<file path="config.mk">
export PLATFORM = sky130hd
export DESIGN_NAME = hsr_host_readout
export DESIGN_NICKNAME = d
export VERILOG_FILES = /design/src/rtl/hsr_pkg.sv /design/src/rtl/hsr_data_regs.sv /design/src/rtl/hsr_host_readout.sv
export SDC_FILE = /design/constraint.sdc
export NUM_CORES = 1
export LEC_CHECK = 0
export BUFFER_PORTS_ARGS = -buffer_cell sky130_fd_sc_hd__buf_2
export CAP_MARGIN = 15
export CORE_MARGIN = 3
export CORE_UTILIZATION = 35
export CTS_CLUSTER_SIZE = 12
export DETAILED_ROUTE_END_ITERATION = 7
export MAX_ROUTING_LAYER = met4
export RECOVER_POWER = 25
export SYNTH_ARGS = -nofsm -noshare
export SYNTH_HDL_FRONTEND = slang
export SYNTH_SLANG_ARGS = --single-unit
</file>
<file path="constraint.sdc">
create_clock -name core_clk -period 4.5 [get_ports core_clk]
set_input_delay 0.225 -clock core_clk [delete_from_list [all_inputs] [get_ports core_clk]]
set_output_delay 0.225 -clock core_clk [all_outputs]
set_load 0.05 [all_outputs]
</file>
<file path="src/rtl/hsr_pkg.sv">
package hsr_pkg;

   // ---------------------------------------------------------------
   // Register offsets (7-bit byte addresses on the serial link)
   // ---------------------------------------------------------------
   localparam logic [6:0] OFS_DATA_FIRST = 7'h00;
   localparam logic [6:0] OFS_DATA_LAST  = 7'h0d;
   localparam logic [6:0] OFS_INT_STATUS = 7'h10;
   localparam logic [6:0] OFS_INT_CFG    = 7'h11;
   localparam logic [6:0] OFS_IRQ_LINE_ONE_EN    = 7'h12;
   localparam logic [6:0] OFS_IRQ_LINE_TWO_EN    = 7'h13;
   localparam logic [6:0] OFS_FS_CFG     = 7'h14;
   localparam logic [6:0] OFS_CLK_CFG    = 7'h15;
   localparam logic [6:0] OFS_SELFTEST   = 7'h16;
   localparam logic [6:0] OFS_IF_CFG     = 7'h17;

   // ---------------------------------------------------------------
   // Field positions and sizes
   // ---------------------------------------------------------------
   localparam int DATA_BYTES      = 14;
   localparam int NUM_SRC         = 5;
   localparam int CMD_RD_BIT      = 7;
   localparam int GFS_LSB         = 0;
   localparam int AFS_LSB         = 4;
   localparam int CLK_AUTO_BIT    = 0;
   localparam int IF_3WIRE_BIT    = 0;
   localparam int FIFO_TEMP_SHIFT = 6;
   localparam int SRC_CLK_LOCK    = 0;
   localparam int SRC_DATA_RDY    = 1;
   localparam int SRC_ACCEL_EVT   = 2;
   localparam int SRC_FIFO_WM     = 3;
   localparam int SRC_FIFO_OVF    = 4;

   // ---------------------------------------------------------------
   // Reset values
   // ---------------------------------------------------------------
   localparam logic [7:0] RST_INT_CFG  = 8'h0f;
   localparam logic [7:0] RST_INT_EN   = 8'h00;
   localparam logic [7:0] RST_FS_CFG   = 8'h00;
   localparam logic [7:0] RST_CLK_CFG  = 8'h01;
   localparam logic [7:0] RST_SELFTEST = 8'h00;
   localparam logic [7:0] RST_IF_CFG   = 8'h00;
   localparam logic [4:0] RST_SYNC     = 5'h01;

   // ---------------------------------------------------------------
   // Types
   // ---------------------------------------------------------------
   typedef enum logic [2:0] {
      GFS_2000 = 3'h0, GFS_1000 = 3'h1, GFS_500 = 3'h2, GFS_250 = 3'h3,
      GFS_125 = 3'h4, GFS_62P5 = 3'h5, GFS_31P25 = 3'h6, GFS_15P625 = 3'h7
   } hsr_gyro_fs_e;

   typedef enum logic [1:0] {
      AFS_16G = 2'h0, AFS_8G = 2'h1, AFS_4G = 2'h2, AFS_2G = 2'h3
   } hsr_accel_fs_e;

   typedef enum logic {
      CLK_RELAX_ONLY = 1'b0, CLK_AUTO_SEL = 1'b1
   } hsr_clk_src_e;

   typedef enum logic [2:0] {
      ST_IDLE = 3'b001, ST_CMD = 3'b010, ST_DATA = 3'b100
   } hsr_spi_state_e;

   typedef struct packed {
      logic [2:0] spare;
      logic       fsyncMode;
      logic       rdClear;
      logic       latched;
      logic       pushPull2;
      logic       pushPull1;
   } hsr_irq_cfg_s;

   typedef struct packed {
      logic signed [15:0] temp;
      logic signed [15:0] accelX;
      logic signed [15:0] accelY;
      logic signed [15:0] accelZ;
      logic signed [15:0] gyroX;
      logic signed [15:0] gyroY;
      logic signed [15:0] gyroZ;
   } hsr_sample_s;

endpackage : hsr_pkg

</file>
<file path="src/rtl/hsr_data_regs.sv">
`timescale 1ns/1ps
module hsr_data_regs (
   // Clock and reset
   input  wire logic                core_clk,
   input  wire logic                srst,
   // Sample write side
   input  wire logic                wrEn,
   input  wire hsr_pkg::hsr_sample_s wrSample,
   // Byte read side
   input  wire logic [6:0]          rdAddr,
   output logic      [7:0]          rdData
);
   import hsr_pkg::*;

   logic [7:0] mem_r [DATA_BYTES];
   logic [7:0] rdData_nxt;

   // ---------------------------------------------------------------
   // Storage, whole sample written at once; a burst read that spans a write can mix samples
   // ---------------------------------------------------------------
   genvar gi;
   generate
      for (gi = 0; gi < DATA_BYTES; gi++) begin : gByte
         always_ff @(posedge core_clk) begin
            if (srst) begin
               mem_r[gi] <= 8'h00;
            end else if (wrEn) begin
               mem_r[gi] <= wrSample[8*(DATA_BYTES-gi)-1 -: 8];
            end
         end
      end
   endgenerate

   // ---------------------------------------------------------------
   // Registered read
   // ---------------------------------------------------------------
   always_comb begin
      rdData_nxt = 8'h00;
      if (rdAddr <= OFS_DATA_LAST) begin
         rdData_nxt = mem_r[rdAddr[3:0]];
      end
   end

   always_ff @(posedge core_clk) begin
      if (srst) begin
         rdData <= 8'h00;
      end else begin
         rdData <= rdData_nxt;
      end
   end

endmodule : hsr_data_regs

</file>
<file path="src/rtl/hsr_host_readout.sv">
`timescale 1ns/1ps
// Behaviour
// - Device only answers as target; pins driven only while host reads from it.
// - Four-wire SPI drives read data on shared pin; two-wire samples it as address LSB.
// - Three-wire SPI: bidirectional data pin carries both directions; four-wire: input only.
// - Each interrupt pin is push-pull or open-drain by configuration.
// - All enabled interrupt sources combine onto interrupt line one.
// - Gyro full scale selects one of eight ranges, 15.625 to 2000 dps.
// - Accel full scale selects 2g, 4g, 8g or 16g.
// - Clock source is relaxation oscillator or automatic choice, automatic recommended.
// - Sensor data registers hold latest sample, read-only, readable any time.
// - Five interrupt sources: clock lock, data ready, accel event, watermark, overflow.
// - Software picks pin settings, trigger sources, latching and clearing method.
// - Readable interrupt status register shows which conditions occurred.
// - Register temperature is signed, 132.48 counts per degree, zero at 25 C.
// - FIFO temperature is eight bits, 2.07 counts per degree, zero at 25 C.
// - Self-test enabled per gyro and accel axis through self-test register.
module hsr_host_readout (
   // Clock and reset
   input  wire logic                  core_clk,
   input  wire logic                  srst,
   // Host serial pins
   input  wire logic                  hostChipSelectN,
   input  wire logic                  hostSpiClock,
   input  wire logic                  hostBidirDataIn,
   output logic                       hostBidirDataOut,
   output logic                       hostBidirDataOe,
   input  wire logic                  addrLsbStrapIn,
   output logic                       hostSerialOut,
   output logic                       hostSerialOutOe,
   // Two-wire engine hand-off
   output logic                       twoWireMode,
   output logic                       addrLsbStrap,
   // Interrupt and frame sync pins
   output logic                       irqLineOneOut,
   output logic                       irqLineOneOe,
   output logic                       irqLineTwoOut,
   output logic                       irqLineTwoOe,
   input  wire logic                  frameSyncInput,
   output logic                       frameSyncPulse,
   // Sensor side
   input  wire hsr_pkg::hsr_sample_s  sample,
   input  wire logic                  sampleValid,
   input  wire logic [4:0]            irqEvent,
   output logic      [7:0]            fifoTempByte,
   // Configuration outputs
   output hsr_pkg::hsr_gyro_fs_e      gyroFsSel,
   output hsr_pkg::hsr_accel_fs_e     accelFsSel,
   output hsr_pkg::hsr_clk_src_e      clkSrcSel,
   output logic      [5:0]            selfTestEn
);
   import hsr_pkg::*;

   // ---------------------------------------------------------------
   // Pin synchronisers
   // ---------------------------------------------------------------
   logic [4:0] syncA_r, syncB_r;
   logic       sclkD_r, fsD_r;
   logic       csN, sclk, sdi, pin1, fs, rise, fall;

   always_ff @(posedge core_clk) begin
      if (srst) begin
         syncA_r <= RST_SYNC;
         syncB_r <= RST_SYNC;
         sclkD_r <= 1'b0;
         fsD_r   <= 1'b0;
      end else begin
         syncA_r <= {frameSyncInput, addrLsbStrapIn, hostBidirDataIn, hostSpiClock, hostChipSelectN};
         syncB_r <= syncA_r;
         sclkD_r <= syncB_r[1];
         fsD_r   <= syncB_r[4];
      end
   end

   assign csN  = syncB_r[0];
   assign sclk = syncB_r[1];
   assign sdi  = syncB_r[2];
   assign pin1 = syncB_r[3];
   assign fs   = syncB_r[4];
   assign rise = sclk & ~sclkD_r & ~csN;
   assign fall = ~sclk & sclkD_r & ~csN;

   // ---------------------------------------------------------------
   // State
   // ---------------------------------------------------------------
   hsr_spi_state_e state_r, state_nxt;
   hsr_irq_cfg_s   intCfg_r, intCfg_nxt;
   logic [2:0] bitCnt_r, bitCnt_nxt;
   logic [7:0] shiftIn_r, shiftIn_nxt, txByte_r, txByte_nxt;
   logic [6:0] addr_r, addr_nxt;
   logic       isRead_r, isRead_nxt;
   logic [1:0] ldDly_r, ldDly_nxt;
   logic [4:0] status_r, status_nxt;
   logic [7:0] en1_r, en1_nxt, en2_r, en2_nxt, fsCfg_r, fsCfg_nxt;
   logic [7:0] clkCfg_r, clkCfg_nxt, selfTest_r, selfTest_nxt, ifCfg_r, ifCfg_nxt;
   logic       sdo_r, sdo_nxt, serOe_r, serOe_nxt, bidOe_r, bidOe_nxt;
   logic       twoWire_r, twoWire_nxt, lsb_r, lsb_nxt, fsP_r, fsP_nxt;
   logic       irq1Out_r, irq1Out_nxt, irq1Oe_r, irq1Oe_nxt;
   logic       irq2Out_r, irq2Out_nxt, irq2Oe_r, irq2Oe_nxt;
   logic [7:0] fifoTemp_r, fifoTemp_nxt;
   logic [7:0] sIn, rdByte, memRdData;
   logic [4:0] clrMask;
   logic       boundary, wrEn, lvl1, lvl2, readActive;
   logic signed [9:0] tempScaled;

   function automatic logic isDataAddr(input logic [6:0] a);
      isDataAddr = (a >= OFS_DATA_FIRST) && (a <= OFS_DATA_LAST);
   endfunction : isDataAddr

   hsr_data_regs uData (
      .core_clk (core_clk),
      .srst     (srst),
      .wrEn     (sampleValid),
      .wrSample (sample),
      .rdAddr   (addr_r),
      .rdData   (memRdData)
   );

   // ---------------------------------------------------------------
   // Next-state logic
   // ---------------------------------------------------------------
   always_comb begin
      state_nxt = state_r;   bitCnt_nxt = bitCnt_r; shiftIn_nxt = shiftIn_r;
      txByte_nxt = txByte_r; addr_nxt = addr_r;     isRead_nxt = isRead_r;
      intCfg_nxt = intCfg_r; en1_nxt = en1_r;       en2_nxt = en2_r;
      fsCfg_nxt = fsCfg_r;   clkCfg_nxt = clkCfg_r; selfTest_nxt = selfTest_r;
      ifCfg_nxt = ifCfg_r;   sdo_nxt = sdo_r;       fifoTemp_nxt = fifoTemp_r;
      boundary = 1'b0;
      wrEn = 1'b0;
      clrMask = 5'h00;
      sIn = {shiftIn_r[6:0], sdi};
      // Host framing; the device never starts a transfer itself
      if (csN) begin
         state_nxt  = ST_IDLE;
         bitCnt_nxt = 3'h0;
      end else begin
         case (state_r)
            ST_IDLE: begin
               state_nxt = ST_CMD;
            end
            ST_CMD, ST_DATA: begin
               if (rise) begin
                  shiftIn_nxt = sIn;
                  bitCnt_nxt  = bitCnt_r + 3'h1;
                  if (bitCnt_r == 3'h7) begin
                     boundary = 1'b1;
                     if (state_r == ST_CMD) begin
                        isRead_nxt = sIn[CMD_RD_BIT];
                        addr_nxt   = sIn[6:0];
                        state_nxt  = ST_DATA;
                     end else begin
                        addr_nxt = addr_r + 7'h01;
                        wrEn     = ~isRead_r;
                     end
                  end
               end
            end
            default: begin
               state_nxt = ST_IDLE;
            end
         endcase
         if (fall && state_r == ST_DATA && isRead_r) begin
            sdo_nxt    = txByte_r[7];
            txByte_nxt = {txByte_r[6:0], 1'b0};
         end
      end
      // Read data fetched two cycles after the address settles, well before the next falling edge
      ldDly_nxt = {ldDly_r[0], boundary & ((state_r == ST_CMD) ? sIn[CMD_RD_BIT] : isRead_r)};
      case (addr_r)
         OFS_INT_STATUS: rdByte = {3'h0, status_r};
         OFS_INT_CFG:    rdByte = intCfg_r;
         OFS_IRQ_LINE_ONE_EN:    rdByte = en1_r;
         OFS_IRQ_LINE_TWO_EN:    rdByte = en2_r;
         OFS_FS_CFG:     rdByte = fsCfg_r;
         OFS_CLK_CFG:    rdByte = clkCfg_r;
         OFS_SELFTEST:   rdByte = selfTest_r;
         OFS_IF_CFG:     rdByte = ifCfg_r;
         default:        rdByte = isDataAddr(addr_r) ? memRdData : 8'h00;
      endcase
      if (ldDly_r[1]) begin
         txByte_nxt = rdByte;
         if (addr_r == OFS_INT_STATUS && intCfg_r.rdClear) begin
            clrMask = 5'h1f;
         end
      end
      // Writes to sensor data addresses fall through and are dropped
      if (wrEn) begin
         case (addr_r)
            OFS_INT_STATUS: clrMask = intCfg_r.rdClear ? 5'h00 : sIn[4:0];
            OFS_INT_CFG:    intCfg_nxt = hsr_irq_cfg_s'(sIn);
            OFS_IRQ_LINE_ONE_EN:    en1_nxt = sIn;
            OFS_IRQ_LINE_TWO_EN:    en2_nxt = sIn;
            OFS_FS_CFG:     fsCfg_nxt = sIn;
            OFS_CLK_CFG:    clkCfg_nxt = sIn;
            OFS_SELFTEST:   selfTest_nxt = sIn;
            OFS_IF_CFG:     ifCfg_nxt = sIn;
            default:        clrMask = 5'h00;
         endcase
      end
      // New events win over a clear in the same cycle
      status_nxt = (status_r & ~clrMask) | irqEvent;
      readActive = (state_r == ST_DATA) && isRead_r && !csN;
      serOe_nxt  = readActive && !twoWire_r && !ifCfg_r[IF_3WIRE_BIT];
      bidOe_nxt  = readActive && ifCfg_r[IF_3WIRE_BIT];
      // Chip select seen low once means the host speaks SPI from then on
      twoWire_nxt = twoWire_r & csN;
      lsb_nxt     = twoWire_r ? pin1 : lsb_r;
      lvl1 = intCfg_r.latched ? |(status_r & en1_r[4:0]) : |(irqEvent & en1_r[4:0]);
      lvl2 = intCfg_r.latched ? |(status_r & en2_r[4:0]) : |(irqEvent & en2_r[4:0]);
      // Open-drain pulls low while active; push-pull drives the level high-active
      irq1Out_nxt = intCfg_r.pushPull1 & lvl1;
      irq1Oe_nxt  = intCfg_r.pushPull1 | lvl1;
      irq2Out_nxt = !intCfg_r.fsyncMode && intCfg_r.pushPull2 && lvl2;
      irq2Oe_nxt  = !intCfg_r.fsyncMode && (intCfg_r.pushPull2 || lvl2);
      fsP_nxt     = intCfg_r.fsyncMode & fs & ~fsD_r;
      // 132.48 / 2.07 is exactly 64, so the FIFO byte is a saturated shift
      tempScaled = sample.temp[15:FIFO_TEMP_SHIFT];
      if (sampleValid) begin
         if (tempScaled > 10'sd127) begin
            fifoTemp_nxt = 8'h7f;
         end else if (tempScaled < -10'sd128) begin
            fifoTemp_nxt = 8'h80;
         end else begin
            fifoTemp_nxt = tempScaled[7:0];
         end
      end
   end

   // ---------------------------------------------------------------
   // Registers
   // ---------------------------------------------------------------
   always_ff @(posedge core_clk) begin
      if (srst) begin
         state_r <= ST_IDLE;   bitCnt_r <= 3'h0;      shiftIn_r <= 8'h00;
         txByte_r <= 8'h00;    addr_r <= 7'h00;       isRead_r <= 1'b0;
         ldDly_r <= 2'h0;      status_r <= 5'h00;     intCfg_r <= hsr_irq_cfg_s'(RST_INT_CFG);
         en1_r <= RST_INT_EN;  en2_r <= RST_INT_EN;   fsCfg_r <= RST_FS_CFG;
         clkCfg_r <= RST_CLK_CFG; selfTest_r <= RST_SELFTEST; ifCfg_r <= RST_IF_CFG;
         sdo_r <= 1'b0;        serOe_r <= 1'b0;       bidOe_r <= 1'b0;
         twoWire_r <= 1'b1;    lsb_r <= 1'b0;         fsP_r <= 1'b0;
         irq1Out_r <= 1'b0;    irq1Oe_r <= 1'b0;      irq2Out_r <= 1'b0;
         irq2Oe_r <= 1'b0;     fifoTemp_r <= 8'h00;
      end else begin
         state_r <= state_nxt;   bitCnt_r <= bitCnt_nxt;   shiftIn_r <= shiftIn_nxt;
         txByte_r <= txByte_nxt; addr_r <= addr_nxt;       isRead_r <= isRead_nxt;
         ldDly_r <= ldDly_nxt;   status_r <= status_nxt;   intCfg_r <= intCfg_nxt;
         en1_r <= en1_nxt;       en2_r <= en2_nxt;         fsCfg_r <= fsCfg_nxt;
         clkCfg_r <= clkCfg_nxt; selfTest_r <= selfTest_nxt; ifCfg_r <= ifCfg_nxt;
         sdo_r <= sdo_nxt;       serOe_r <= serOe_nxt;     bidOe_r <= bidOe_nxt;
         twoWire_r <= twoWire_nxt; lsb_r <= lsb_nxt;       fsP_r <= fsP_nxt;
         irq1Out_r <= irq1Out_nxt; irq1Oe_r <= irq1Oe_nxt; irq2Out_r <= irq2Out_nxt;
         irq2Oe_r <= irq2Oe_nxt; fifoTemp_r <= fifoTemp_nxt;
      end
   end

   assign hostSerialOut    = sdo_r;
   assign hostSerialOutOe  = serOe_r;
   assign hostBidirDataOut = sdo_r;
   assign hostBidirDataOe  = bidOe_r;
   assign twoWireMode      = twoWire_r;
   assign addrLsbStrap     = lsb_r;
   assign irqLineOneOut    = irq1Out_r;
   assign irqLineOneOe     = irq1Oe_r;
   assign irqLineTwoOut    = irq2Out_r;
   assign irqLineTwoOe     = irq2Oe_r;
   assign frameSyncPulse   = fsP_r;
   assign fifoTempByte     = fifoTemp_r;
   assign gyroFsSel        = hsr_gyro_fs_e'(fsCfg_r[GFS_LSB +: 3]);
   assign accelFsSel       = hsr_accel_fs_e'(fsCfg_r[AFS_LSB +: 2]);
   assign clkSrcSel        = hsr_clk_src_e'(clkCfg_r[CLK_AUTO_BIT]);
   assign selfTestEn       = selfTest_r[5:0];
endmodule : hsr_host_readout

</file>
-- Yosys cells after proc, flatten, opt, wreduce, memory -nomap -nowiden
Memories as Yosys holds them, arrays and structs flattened. A register that Yosys moved wholly into a read port is not among the register bits.
Index checks and enable logic that the tools add are counted.
- latch bits: 0
- memories kept: 1
- register bits after elaboration: 122
- output and inout bits: 31
- bits in writable memories: 112
- memory bits (read-only): 0
- memories (name ; words ; width ; read ports ; clocked after memory_dff ; wr ports ; line ; source):
    uData.mem_r ; 14 ; 8 ; 1 ; 1 ; 14 ; hsr_data_regs.sv:15 ; logic [7:0] mem_r [DATA_BYTES];
- shifts and indexed selects: 0
- magnitude comparators: 4
- multiplexer cells: 48
- divide/modulo/power cells: 0
- multiply operators: 0
- bitwise gates (word level): 37
- eq/ne operators: 16
- reduce and logical (&&, ||, !) cells: 39
- add/sub/neg operators: 2
- operators by type and width (kind ; count):
    2-to-1 mux 8 bit ; 20
    one-hot mux 8 bit (8 select lines) ; 1
    == test 7 x 5 -> 1 bit (second input constant) ; 8
    AND 5 bit ; 5
    2-to-1 mux 5 bit ; 4
    AND reduction 2 bit ; 10
    OR reduction 5 bit ; 4
    2-to-1 mux 1 bit ; 17
    OR 1 bit ; 15
    logical AND 1 bit ; 12
    > comparator 10 x 8 -> 1 bit (second input constant) ; 1
    < comparator 10 x 8 -> 1 bit (second input constant) ; 1
    one-hot mux 5 bit (2 select lines) ; 1
    AND 1 bit ; 9
    2-to-1 mux 3 bit ; 3
    adder 7 x 1 -> 7 bit (second input constant) ; 1
    greater-or-equal comparator 7 x 1 -> 1 bit (second input constant) ; 1
    <= comparator 7 x 4 -> 1 bit (second input constant) ; 1
    2-to-1 mux 7 bit ; 1
    OR reduction 7 bit ; 1
    == test 3 bit (second input constant) ; 2
    != test 2 bit (second input constant) ; 3
    inverter 1 bit ; 6
    one-hot mux 3 bit (2 select lines) ; 1
    12 further kinds ; 18

-- Longest topological paths before layout
- depth after elaboration: 10
- depth in mapped cells: 11

-- Hierarchy
From an unflattened synthesis, not the netlist that was laid out.
- cells, all modules: 952
- area, all modules: 10898.0 um^2
- by module, submodules not included (module ; area an instance (um^2) ; instances ; cells an instance ; seq. area each (um^2)):
    hsr_host_readout ; 5526.6 ; 1 ; 599 ; 2442.3
    hsr_data_regs ; 5371.4 ; 1 ; 353 ; 3523.4

-- Worst setup path after synthesis
Ideal clock, no wire load.
- kind: input -> register
- from: input port srst
- to: memory uData.mem_r[0][0] (enable)
- cell stages on the path: 3
- data required time: 4.035 ns
- path slack: 1.219 ns
- arrival: 2.816 ns
- cells stage by stage: clkbuf_1 nor2_1 inv_1
- RTL lines (what ; line ; source):
    from (decl) ; hsr_host_readout.sv:21 ; input wire logic srst,
    to (decl) ; hsr_data_regs.sv:15 ;

==> out/metrics.json <==
{
  "run_status": {
    "status": "complete, but fails checks",
    "violations": "max-capacitance violations, max-slew violations"
  },
  "worst_setup_path": {
    "timing.critical_path.required_ps": 4670,
    "critPathMaxFanout": 82,
    "crit_buf_inv": 4,
    "path_cells": "buf_2, clkbuf_1, nor2_1, inv_4, buf_4",
    "timing.critical_path.max_delay_family": "buffers and inverters",
    "worst_path_largest_cell_delay_ps": 1220,
    "cp_slowest_cell": "sky130_fd_sc_hd__clkbuf_1",
    "startpoint_type": "primary input",
    "worst-setup-path-type": "in2reg",
    "worst_ep_arrival_time_ps": 3440,
    "critPathCaptureType": "register"
  },
  "drt": {
    "dr.pass1.iters": 8,
    "post_drt_via_cell_ratio": 5.02,
    "drt-initial-drc-count": 733,
    "drt-total-wl_um": 27800,
    "drt_drc_violations_left": 0,
    "detailroute.via_count": 8026,
    "average_wire_length_per_cell_after_detail_routing_um": 17.4,
    "number_of_antenna_violating_nets_in_the_routed_design": 0
  },
  "timing": {
    "worstMarginPinSlew_ps": 1710,
    "final_hold_fails": 0,
    "finalWorstPathRequiredPeriod_ps": 3270,
    "setup_violations": 0,
    "period_utilisation_layout": 0.727,
    "skew_ps": 19.5,
    "maxSlewViolCount": 150,
    "maxSlewHeadroom": -0.143,
    "final.setup.tns_ps": 0,
    "unrepaired_setup_endpoints_after_global_routing": "no",
    "fmax_mhz": 306
  },
  "pwr": {
    "power.leakage_nw": 5.21,
    "pwr_density_cell_nw_per_um2": 358,
    "ir_drop_v": 0.000251
  },
  "final_layout": {
    "postLayoutCoreUtil": 0.460,
    "finalNetCount": 1320,
    "growth_of_design_area_from_synthesis_to_finish_pct": 28.6,
    "drive_gt1_frac": 0.213
  },
  "synthesis": {
    "synth_top_area_cell": "sky130_fd_sc_hd__edfxtp_1",
    "synth_edf_count": 112,
    "syn-num-nets": 1082,
    "synthesis.area_per_instance_sq_um": 11.2,
    "synth-warning-count": 0,
    "sequential_fraction_of_the_synthesis_area": 0.560,
    "yosys.cell_types.count": 62,
    "synth-async-reset-ratio": 0,
    "synth_cells": 951,
    "syn-cell-area_sq_um": 10700,
    "share_of_the_synthesized_area_in_the_top_cell_type": 0.316,
    "synth_seq_cells": 242,
    "synth.area.top_cells": "sky130_fd_sc_hd__edfxtp_1, sky130_fd_sc_hd__dfxtp_1, sky130_fd_sc_hd__and2_1",
    "synth_flop_cell": "sky130_fd_sc_hd__dfxtp_1"
  },
  "clock_tree": {
    "clock-root-buffer": "sky130_fd_sc_hd__clkbuf_16",
    "cts_made_buffers": 28,
    "cts_sinks": 242,
    "post_cts.repair.setup_buffers": 0,
    "worst_setup_hold_path_clk_slew_ps": 60,
    "clk_latency_ps": 550,
    "tritoncts": "yes",
    "cts.path.max_buffers": 3,
    "clock_tree.htree_level_count": 1
  },
  "floorplan": {
    "design.core.area_sq_um": 29800,
    "die_area_sq_um": 32600,
    "die_extent_in_x_um": 181,
    "fp.dieH_um": 181,
    "io_pins": 156,
    "floorplan.rows": 63,
    "initial_core_util": 0.358
  },
  "placement": {
    "port-buffer-count": 155,
    "finalWeightedCongestion": 0.862,
    "dp_wirelength_um": 18000
  },
  "job": {
    "maxCapViolCount": 2
  },
  "grt": {
    "globalRouteOverflowTotal": 0,
    "wire_length_of_the_first_global_routing_pass_um": 44100,
    "global_route.usage.total": 0.171,
    "grt_start_max_net_pins": 114,
    "number_of_antenna_violations_at_the_first_check_in_global_routing": 1,
    "grt_pass1_vias": 8031
  },
  "worst_hold_path": {
    "min-delay-path-class": "in2reg"
  }
}
area by class of cell:
cell class / count / area (sq um)
clock inverter: 11 / 108
tap: 390 / 488
timing repair buffer: 285 / 2050
inverter: 9 / 36.3
clock buffer: 39 / 772
sequential: 242 / 5970
multi-input combinational: 623 / 4280
antenna: 1 / 2.50
fill: 2711 / 16100
cells in the mapped netlist (5+ instances only):
master and number:
sky130_fd_sc_hd__mux4_2 24, sky130_fd_sc_hd__a221oi_1 5, sky130_fd_sc_hd__inv_1 9, sky130_fd_sc_hd__nand2_1 87
sky130_fd_sc_hd__a32o_1 5, sky130_fd_sc_hd__and3_1 11, sky130_fd_sc_hd__mux2_2 10, sky130_fd_sc_hd__nor3_1 7
sky130_fd_sc_hd__nor2_1 53, sky130_fd_sc_hd__nor2b_1 18, sky130_fd_sc_hd__ha_1 6, sky130_fd_sc_hd__edfxtp_1 112
sky130_fd_sc_hd__mux2i_1 48, sky130_fd_sc_hd__and4_1 6, sky130_fd_sc_hd__nand3_1 54, sky130_fd_sc_hd__dfxtp_1 130
sky130_fd_sc_hd__a222oi_1 8, sky130_fd_sc_hd__and2_1 117, sky130_fd_sc_hd__a22oi_1 11, sky130_fd_sc_hd__a211oi_1 5
sky130_fd_sc_hd__o21ai_0 35, sky130_fd_sc_hd__a21oi_1 46, sky130_fd_sc_hd__buf_4 15, sky130_fd_sc_hd__clkbuf_1 34
sky130_fd_sc_hd__buf_2 25, sky130_fd_sc_hd__o22ai_1 13
report_power, final:
group / total [mW] / switching (mW) / internal, mW
Sequential: 2.45 / 0.0362 / 2.41
Clock: 2.15 / 0.890 / 1.26
Combinational: 0.319 / 0.146 / 0.173
Total: 4.91 / 1.07 / 3.84
repair_timing:
action | 4_1_cts | 5_1_grt
endpoints found under the hold margin | 128 | 0
resized for setup | 0 | 0
hold buffers | 121 | 0
logic make-up (layout without fill, tap and decap cells):
group           count (synthesis)  in the layout  share of synthesized area
flops                         242            242                      0.560
mux                            82             82                      0.106
compound gates                153            153                     0.0936
buf+inv                        86            344                     0.0399
simple gates                  381            381                      0.193
xor+xnor                        1              1                   0.000822
fa+ha+maj                       6              6                    0.00704
other cells                     0              1                          0
metrics by stage:
stage,setup WS (ps),hold slack (ps),power [mW],cells,cell area [sq um]
2_1_floorplan,1220,329,2.62,951,10700
3_3_place_gp,1790,396,2.73,1428,11600
3_5_place_dp,1700,395,2.73,1428,11600
4_1_cts,1650,23.4,4.96,1599,13700
5_1_grt,893,31.9,5.09,1600,13700
6_report,1230,64.3,4.91,1600,13700
final timing paths:
| kind | depth (start not counted) | from | endpoint | slack (ps) |
|---|---|---|---|---|
| max | 5 | srst | uData.mem_r[12][0] | 1230 |
| min | 3 | sample[111] | fifoTempByte[7] | 60 |
| max reg2reg | 5 | addr_r[2] | txByte_r[0] | 1610 |
| min reg2reg | 1 | syncA_r[0] | syncB_r[0] | 410 |
placed cells by master, fill, tap and decap left out, drive strengths merged, types with 13 or more instances in the layout:
master,count
a21oi,46
and2,117
buf,162
clkbuf,41
dfxtp,130
dlygate4sd3,121
edfxtp,112
mux2i,48
mux4,24
nand2,89
nand3,55
nor2,53
nor2b,18
o21ai,35
o22ai,13
sequential cells by signal (all words and copies together), names as in the netlist, 2 cells and up:
signal / count
en2_r: 8
state_r: 3
fifoTempByte: 8
syncB_r: 5
ifCfg_r: 8
addr_r: 7
uData.rdData: 8
en1_r: 8
syncA_r: 5
uData.mem_r: 112
txByte_r: 8
shiftIn_r: 7
clkCfg_r: 8
bitCnt_r: 3
fsCfg_r: 8
intCfg_r: 8
status_r: 5
ldDly_r: 2
selfTest_r: 8
metal layers:
metal,global-route usage,vias up,wire length (um)
met3,0.0256,40,1650
met2,0.274,281,13100
met4,0.0384,0,510
met1,0.233,3794,12600
met5,-,-,0
li1,-,3911,-
worst reg2reg max path, stage by stage, from the launching register on:
cell	delay, ps
sky130_fd_sc_hd__dfxtp_2	1000
sky130_fd_sc_hd__nand2b_1	390
sky130_fd_sc_hd__nor3_2	770
sky130_fd_sc_hd__a22oi_1	220
sky130_fd_sc_hd__and3_1	230
sky130_fd_sc_hd__o31ai_2	190
(Power assumes the default switching activity.)
